==> config.mk <==
export PLATFORM = sky130hd
export DESIGN_NAME = rsp_ram_power
export DESIGN_NICKNAME = d
export VERILOG_FILES = /design/src/rsp_pkg.sv /design/src/rsp_ram_power.sv
export SDC_FILE = /design/constraint.sdc
export NUM_CORES = 1
export LEC_CHECK = 0
export ABC_AREA = 1
export BUFFER_PORTS_ARGS = -buffer_cell sky130_fd_sc_hd__clkbuf_2
export CORE_AREA = 3 3 106 108
export CTS_CLUSTER_DIAMETER = 120
export DETAILED_ROUTE_END_ITERATION = 6
export DIE_AREA = 0 0 109 111
export MAX_ROUTING_LAYER = met4
export PLACE_DENSITY = 0.87
export SYNTH_ARGS = -nofsm -noshare
export SYNTH_HDL_FRONTEND = slang
export SYNTH_SLANG_ARGS = --single-unit
export TNS_END_PERCENT = 100
==> constraint.sdc <==
create_clock -name aclk -period 3.4 [get_ports aclk]
set_clock_uncertainty 0.1 [all_clocks]
set_input_delay 0.34 -clock aclk [delete_from_list [all_inputs] [get_ports aclk]]
set_output_delay 0.34 -clock aclk [all_outputs]
set_load 0.02 [all_outputs]
==> src/rsp_pkg.sv <==
// Purpose: Constants for the RAM section power control register bank
// Assumes: AXI4-Lite slave, 32-bit data, one aligned word per register
// Notes: Set and clear words act only on written ones
`default_nettype none
// Behaviour
// RQ1: Read-write control word at 0x920.
// RQ2: Low sixteen bits keep sections powered.
// RQ3: High sixteen bits keep contents when off.
// RQ4: Powered section always keeps its contents.
// RQ5: Unpowered section keeps contents only if retained.
// RQ6: Deep sleep switches every section off.
// RQ7: Set register at 0x924 sets written ones.
// RQ8: Set register reads back control word.
// RQ9: Reset gives all on, no retention.
// RQ10: Clear register at 0x928 clears written ones.
package rsp_pkg;
    localparam int          RSP_ADDR_W     = 12;
    localparam int          RSP_SECTIONS   = 16;
    localparam logic [11:0] RSP_OFF_CTRL   = 12'h920;
    localparam logic [11:0] RSP_OFF_SET    = 12'h924;
    localparam logic [11:0] RSP_OFF_CLR    = 12'h928;
    localparam logic [31:0] RSP_CTRL_RESET = 32'h0000ffff;
    localparam int          RSP_ON_LSB     = 0;
    localparam int          RSP_KEEP_LSB   = 16;
    localparam logic [1:0]  RSP_RESP_OKAY  = 2'h0;
    localparam logic [1:0]  RSP_RESP_SLVERR = 2'h2;
endpackage : rsp_pkg
`default_nettype wire

==> src/rsp_ram_power.sv <==
// Purpose: AXI4-Lite register bank steering power and retention of sixteen RAM sections
// Assumes: Power switches and retention cells are driven from the outputs
// Assumes: deep_sleep comes from logic on aclk, so it is not synchronised
// Notes: Unmapped addresses answer SLVERR, reads return zero
//        Byte strobes apply to the control, set and clear words alike
`timescale 1ns/100ps
`default_nettype none
module rsp_ram_power (
    input  wire logic                             aclk,             // System clock
    input  wire logic                             aresetn,          // Sync reset, active low
    input  wire logic [rsp_pkg::RSP_ADDR_W-1:0]   s_axi_awaddr,     // Write address
    input  wire logic                             s_axi_awvalid,    // Write address valid
    output logic                                  s_axi_awready,    // Write address ready
    input  wire logic [31:0]                      s_axi_wdata,      // Write data
    input  wire logic [3:0]                       s_axi_wstrb,      // Byte enables
    input  wire logic                             s_axi_wvalid,     // Write data valid
    output logic                                  s_axi_wready,     // Write data ready
    output logic [1:0]                            s_axi_bresp,      // Write response
    output logic                                  s_axi_bvalid,     // Write response valid
    input  wire logic                             s_axi_bready,     // Write response ready
    input  wire logic [rsp_pkg::RSP_ADDR_W-1:0]   s_axi_araddr,     // Read address
    input  wire logic                             s_axi_arvalid,    // Read address valid
    output logic                                  s_axi_arready,    // Read address ready
    output logic [31:0]                           s_axi_rdata,      // Read data
    output logic [1:0]                            s_axi_rresp,      // Read response
    output logic                                  s_axi_rvalid,     // Read valid
    input  wire logic                             s_axi_rready,     // Read ready
    input  wire logic                             deep_sleep,       // Deep sleep state, same clock
    output logic [rsp_pkg::RSP_SECTIONS-1:0]      section_power_on, // Section powered
    output logic [rsp_pkg::RSP_SECTIONS-1:0]      section_retain    // Section contents kept
);
    import rsp_pkg::*;

    // Register word indices and per-section reset values
    localparam int                      WORD_W     = RSP_ADDR_W - 2;
    localparam logic [WORD_W-1:0]       WORD_CTRL  = RSP_OFF_CTRL[RSP_ADDR_W-1:2];
    localparam logic [WORD_W-1:0]       WORD_SET   = RSP_OFF_SET[RSP_ADDR_W-1:2];
    localparam logic [WORD_W-1:0]       WORD_CLR   = RSP_OFF_CLR[RSP_ADDR_W-1:2];
    localparam logic [RSP_SECTIONS-1:0] ON_RESET   = RSP_CTRL_RESET[RSP_ON_LSB +: RSP_SECTIONS];
    localparam logic [RSP_SECTIONS-1:0] KEEP_RESET = RSP_CTRL_RESET[RSP_KEEP_LSB +: RSP_SECTIONS];

    // Control word and held write request
    logic [31:0]             ctrl_r;
    logic [31:0]             ctrl_nxt;
    logic [RSP_ADDR_W-1:0]   awaddr_r;
    logic [31:0]             wdata_r;
    logic [3:0]              wstrb_r;
    logic                    aw_have_r;
    logic                    w_have_r;

    // Decode, handshake and response datapath
    logic [WORD_W-1:0]       aw_word;
    logic [WORD_W-1:0]       ar_word;
    logic                    wr_sel_ctrl;
    logic                    wr_sel_set;
    logic                    wr_sel_clr;
    logic                    wr_hit;
    logic                    rd_sel_ctrl;
    logic                    rd_sel_set;
    logic                    rd_sel_clr;
    logic                    rd_hit;
    logic                    aw_take;
    logic                    w_take;
    logic                    ar_take;
    logic                    do_write;
    logic [31:0]             strb_mask;
    logic [31:0]             wbits;
    logic [1:0]              bresp_nxt;
    logic [31:0]             rdata_nxt;
    logic [1:0]              rresp_nxt;

    // Per-section fields and next output values
    logic [RSP_SECTIONS-1:0] keep_on_bits;
    logic [RSP_SECTIONS-1:0] keep_contents_bits;
    logic [RSP_SECTIONS-1:0] power_nxt;
    logic [RSP_SECTIONS-1:0] retain_nxt;

    // A held half blocks its channel until the response drains
    assign s_axi_awready = !aw_have_r && !s_axi_bvalid;
    assign s_axi_wready  = !w_have_r && !s_axi_bvalid;
    assign s_axi_arready = !s_axi_rvalid;
    assign aw_take       = s_axi_awvalid && s_axi_awready;
    assign w_take        = s_axi_wvalid && s_axi_wready;
    assign ar_take       = s_axi_arvalid && s_axi_arready;
    assign do_write      = aw_have_r && w_have_r && !s_axi_bvalid;

    // Write address held until the write is done
    always_ff @(posedge aclk) begin
        if (!aresetn) begin
            aw_have_r <= 1'b0;
            awaddr_r  <= '0;
        end else if (aw_take) begin
            aw_have_r <= 1'b1;
            awaddr_r  <= s_axi_awaddr;
        end else if (do_write) begin
            aw_have_r <= 1'b0;
        end
    end

    // Write data held until the write is done
    always_ff @(posedge aclk) begin
        if (!aresetn) begin
            w_have_r <= 1'b0;
            wdata_r  <= '0;
            wstrb_r  <= '0;
        end else if (w_take) begin
            w_have_r <= 1'b1;
            wdata_r  <= s_axi_wdata;
            wstrb_r  <= s_axi_wstrb;
        end else if (do_write) begin
            w_have_r <= 1'b0;
        end
    end

    // Word decode; the two low address bits are ignored
    assign aw_word     = awaddr_r[RSP_ADDR_W-1:2];
    assign ar_word     = s_axi_araddr[RSP_ADDR_W-1:2];
    assign wr_sel_ctrl = (aw_word == WORD_CTRL);
    assign wr_sel_set  = (aw_word == WORD_SET);
    assign wr_sel_clr  = (aw_word == WORD_CLR);
    assign wr_hit      = wr_sel_ctrl || wr_sel_set || wr_sel_clr;
    assign rd_sel_ctrl = (ar_word == WORD_CTRL);
    assign rd_sel_set  = (ar_word == WORD_SET);
    assign rd_sel_clr  = (ar_word == WORD_CLR);
    assign rd_hit      = rd_sel_ctrl || rd_sel_set || rd_sel_clr;

    // Byte lane enables widened to bit masks
    genvar lane;
    generate
        for (lane = 0; lane < 4; lane++) begin : g_lane
            assign strb_mask[lane*8 +: 8] = {8{wstrb_r[lane]}};
        end
    endgenerate
    assign wbits = wdata_r & strb_mask;

    // Next control word; set and clear touch only written ones
    always_comb begin
        ctrl_nxt = ctrl_r;
        if (do_write) begin
            if (wr_sel_ctrl) begin
                ctrl_nxt = (ctrl_r & ~strb_mask) | wbits; // see RQ1
            end else if (wr_sel_set) begin
                ctrl_nxt = ctrl_r | wbits; // see RQ7
            end else if (wr_sel_clr) begin
                ctrl_nxt = ctrl_r & ~wbits; // see RQ10
            end
        end
    end

    // Control word
    always_ff @(posedge aclk) begin
        if (!aresetn) begin
            ctrl_r <= RSP_CTRL_RESET; // see RQ9
        end else begin
            ctrl_r <= ctrl_nxt;
        end
    end

    // Misses answer SLVERR and change nothing
    assign bresp_nxt = wr_hit ? RSP_RESP_OKAY : RSP_RESP_SLVERR;

    // Write response held until taken
    always_ff @(posedge aclk) begin
        if (!aresetn) begin
            s_axi_bvalid <= 1'b0;
            s_axi_bresp  <= RSP_RESP_OKAY;
        end else if (do_write) begin
            s_axi_bvalid <= 1'b1;
            s_axi_bresp  <= bresp_nxt;
        end else if (s_axi_bready) begin
            s_axi_bvalid <= 1'b0;
        end
    end

    // Set and clear words read back the control word itself
    always_comb begin
        rdata_nxt = 32'h00000000;
        rresp_nxt = RSP_RESP_SLVERR;
        if (rd_hit) begin
            rdata_nxt = ctrl_r; // see RQ8 see RQ10
            rresp_nxt = RSP_RESP_OKAY;
        end
    end

    // Read response held until taken
    always_ff @(posedge aclk) begin
        if (!aresetn) begin
            s_axi_rvalid <= 1'b0;
            s_axi_rdata  <= '0;
            s_axi_rresp  <= RSP_RESP_OKAY;
        end else if (ar_take) begin
            s_axi_rvalid <= 1'b1;
            s_axi_rdata  <= rdata_nxt;
            s_axi_rresp  <= rresp_nxt;
        end else if (s_axi_rready) begin
            s_axi_rvalid <= 1'b0;
        end
    end

    // Keep-on and keep-contents fields
    assign keep_on_bits       = ctrl_r[RSP_ON_LSB +: RSP_SECTIONS];
    assign keep_contents_bits = ctrl_r[RSP_KEEP_LSB +: RSP_SECTIONS];

    // Deep sleep overrides keep-on, stored bits stay untouched
    genvar g;
    generate
        for (g = 0; g < RSP_SECTIONS; g++) begin : g_sec
            assign power_nxt[g]  = keep_on_bits[g] && !deep_sleep; // see RQ2 see RQ6
            assign retain_nxt[g] = power_nxt[g] || keep_contents_bits[g]; // see RQ3 see RQ4 see RQ5
        end
    endgenerate

    // Registered section drive
    always_ff @(posedge aclk) begin
        if (!aresetn) begin
            section_power_on <= ON_RESET;
            section_retain   <= ON_RESET | KEEP_RESET;
        end else begin
            section_power_on <= power_nxt;
            section_retain   <= retain_nxt;
        end
    end
endmodule : rsp_ram_power
`default_nettype wire

==> flow_summary.ini <==
[run_status]
status = finished clean

[synth]
synth.most_common_cell = nand2_1
synth-seq-cells = 148
ys_types = 29
synth_cells = 724
yosysSeqAreaShare_pct = 52.0
netlist_area_sq_um = 5700
yosysTopAreaCellShare_pct = 52.0
syn_avg_cell_area_sq_um = 7.88
synthFlopType = dfxtp_1
yosysWarnings = 0
synthTopCellsByArea = dfxtp_1 (52%), nand2_1 (12%), a21oi_1 (7.2%), nand3_1 (5.7%), o21ai_0 (4.0%)
ys_top_cells_by_count = nand2_1 (188), dfxtp_1 (148), a21oi_1 (82)
yosysTopAreaCell = dfxtp_1
synth_edf_count = 0
async_reset_ff_share_pct = 0

[run]
cap_violations = 0

[floorplanning]
core_area_sq_um = 10300
io_pins = 141
die_h_microns = 111
die_x_microns = 109
rows = 37
initial_core_util_pct = 55.2
die-area_sq_um = 12100

[finish]
fin_area_sq_um = 7020
drive_above_1_share_pct = 24.9
final_nets = 915
syn2layout_area_growth_pct = 23.2
fill_cells = 841
antenna_cells = 0
multi_input_area_sq_um = 2320
seqCellArea_sq_um = 2960

[grt]
grt_max_degree = 82
grt_pass1_wl_mm = 22.3
antenna_found_initial = 0
grt_overflow = 0
grt_usage_pct = 23.8
grt_pass1_vias = 4838

[timing]
finalSetupViolCount = 0
slew_viol_final = 0
fin_ws_ps = 1310
maxSlewHeadroom_pct = 28.0
rsz0062_at_grt = false
fmax_ghz = 0.479
fin_tns_setup_ps = 0
finalHoldViolCount = 0
tightest_slew_ps = 1080
final.min_clock_period_ps = 2090
finalCritPeriodShare_pct = 61.4

[drt]
wirelength_mm = 13.9
drt-initial-drc-count = 314
viasPerCell = 5.14
first_pass_iters = 5
antenna_left = 0
post_drt_wl_per_cell_microns = 13.9
vias = 5120
drcViolationCount = 0

[cts]
cts_made_buffers = 17
cts_tree = yes
ctsResizeCount = 0
clk_path_buf_depth = 2
root_buffer = clkbuf_8
cts_max_level = 4
clock_sinks = 148
postCtsSetupBuffers = 0
clkTransAtPathRegs_ps = 60
insertion_delay_ps = 510

[power_and_ir_drop]
power_density_nw_per_um2 = 566
power_mw = 3.97
ir_drop_mv = 0.350
p_clk_share_pct = 44.8
intPower_mw = 2.98
power_switching_mw = 0.993
p_sw_share_pct = 25.0
leakage_nw = 3.26
seq_power_share_pct = 46.6
combinationalPowerShare_pct = 8.6

[min_path]
hold_path_class = in2reg

[place]
dp_hpwl_mm = 9.44
post-place-ws_ps = 1210
placedInstanceArea_sq_um = 6350
gp_congestion = 0.838
port_buffers = 134

[worst_setup_path]
reg2reg_slack_ps = 1310
critical_path_required_ps = 3700
end_kind = flop
arrival_ps = 2390
setup.worst_path.class = reg2reg
worstPathMaxFanout = 32
worst_setup_path_start_kind = flop
==> logic make-up after synthesis <==
| kind of cell | Yosys count | share of synthesized area [%] |
|---|---|---|
| buffers and inverters | 95 | 7.37 |
| AND/OR/NAND/NOR | 342 | 27.9 |
| flip-flops | 148 | 52.0 |
| other | 1 | 0.0658 |
| AO/OA/AOI/OAI | 138 | 12.7 |
==> power groups by stage <==
stage / clock, mW / sequential [mW] / combinational (mW)
after global placement: 0 / 1.89 / 0.325
after detailed placement: 0 / 1.89 / 0.333
final: 1.78 / 1.85 / 0.342
after global routing: 1.87 / 1.86 / 0.386
after CTS: 1.79 / 1.85 / 0.344
after floorplan: 0 / 1.91 / 0.204
==> path summary, 6_finish.rpt <==
kind / startpoint / endpoint / cells after the start
worst max register to register: awaddr_r[5] / flop / 9
worst min-delay path: s_axi_wdata[4] / wdata_r[4] / 3
worst max-delay path: awaddr_r[5] / flop / 9
worst min register to register: wstrb_r[0] / wstrb_r[0] / 2
==> layout by cell type, fill, tap and decap left out, types with 2 or more instances in the layout <==
cell / count
bufinv_16: 2
dfxtp_1: 148
or2_2: 16
clkinv_1: 2
clkbuf_16: 16
a21oi_1: 82
nand3_2: 2
nor2_8: 3
clkinvlp_4: 3
a21oi_2: 8
nand3_1: 65
buf_4: 2
conb_1: 2
nand2_2: 5
nand3b_1: 17
nor2_1: 41
clkbuf_2: 134
nand2_1: 187
nor2_4: 3
inv_6: 5
o21ai_0: 46
dlygate4sd3_1: 10
inv_1: 43
clkinv_2: 3
inv_2: 6
==> per-layer routing <==
layer | global-route usage (%) | wire length, microns | part of all wire [%]
met1 | 28.1 | 5800 | 42
met2 | 39.1 | 6690 | 48
met3 | 6.12 | 1080 | 7.8
met4 | 8.42 | 296 | 2.1
met5 | - | 0 | 0
==> stage by stage <==
step | utilization (%) | hold slack, ps | cells
6_report | 68.0 | 12.8 | 996
5_1_grt | 68.0 | 3.79 | 996
4_1_cts | 68.0 | 0.426 | 996
3_5_place_dp | 61.6 | 347 | 954
3_3_place_gp | 61.6 | 346 | 954
2_1_floorplan | - | 330 | 725
==> layout make-up <==
type | instances | area share, %
sequential | 148 | 42.2
inverter | 51 | 2.73
timing repair buffer | 147 | 11.5
clock inverter | 14 | 2.14
tap | 136 | 2.42
clock buffer | 18 | 5.95
multi-input combinational | 482 | 33.1
==> what timing repair did <==
item,CTS,global route
endpoints found under the hold margin,10,0
hold buffers,10,0
setup endpoints to repair,0,0
==> critical path: stages, from the launching register on <==
cell     delay, ps
dfxtp_1        310
inv_1           40
nor2_1          90
nand2_1        130
nor2_8         320
nand2_2        480
nand2_1        270
nand3_1        100
nand2_1         90
nor2_1          50
Power figures use the tool's default switching activity.
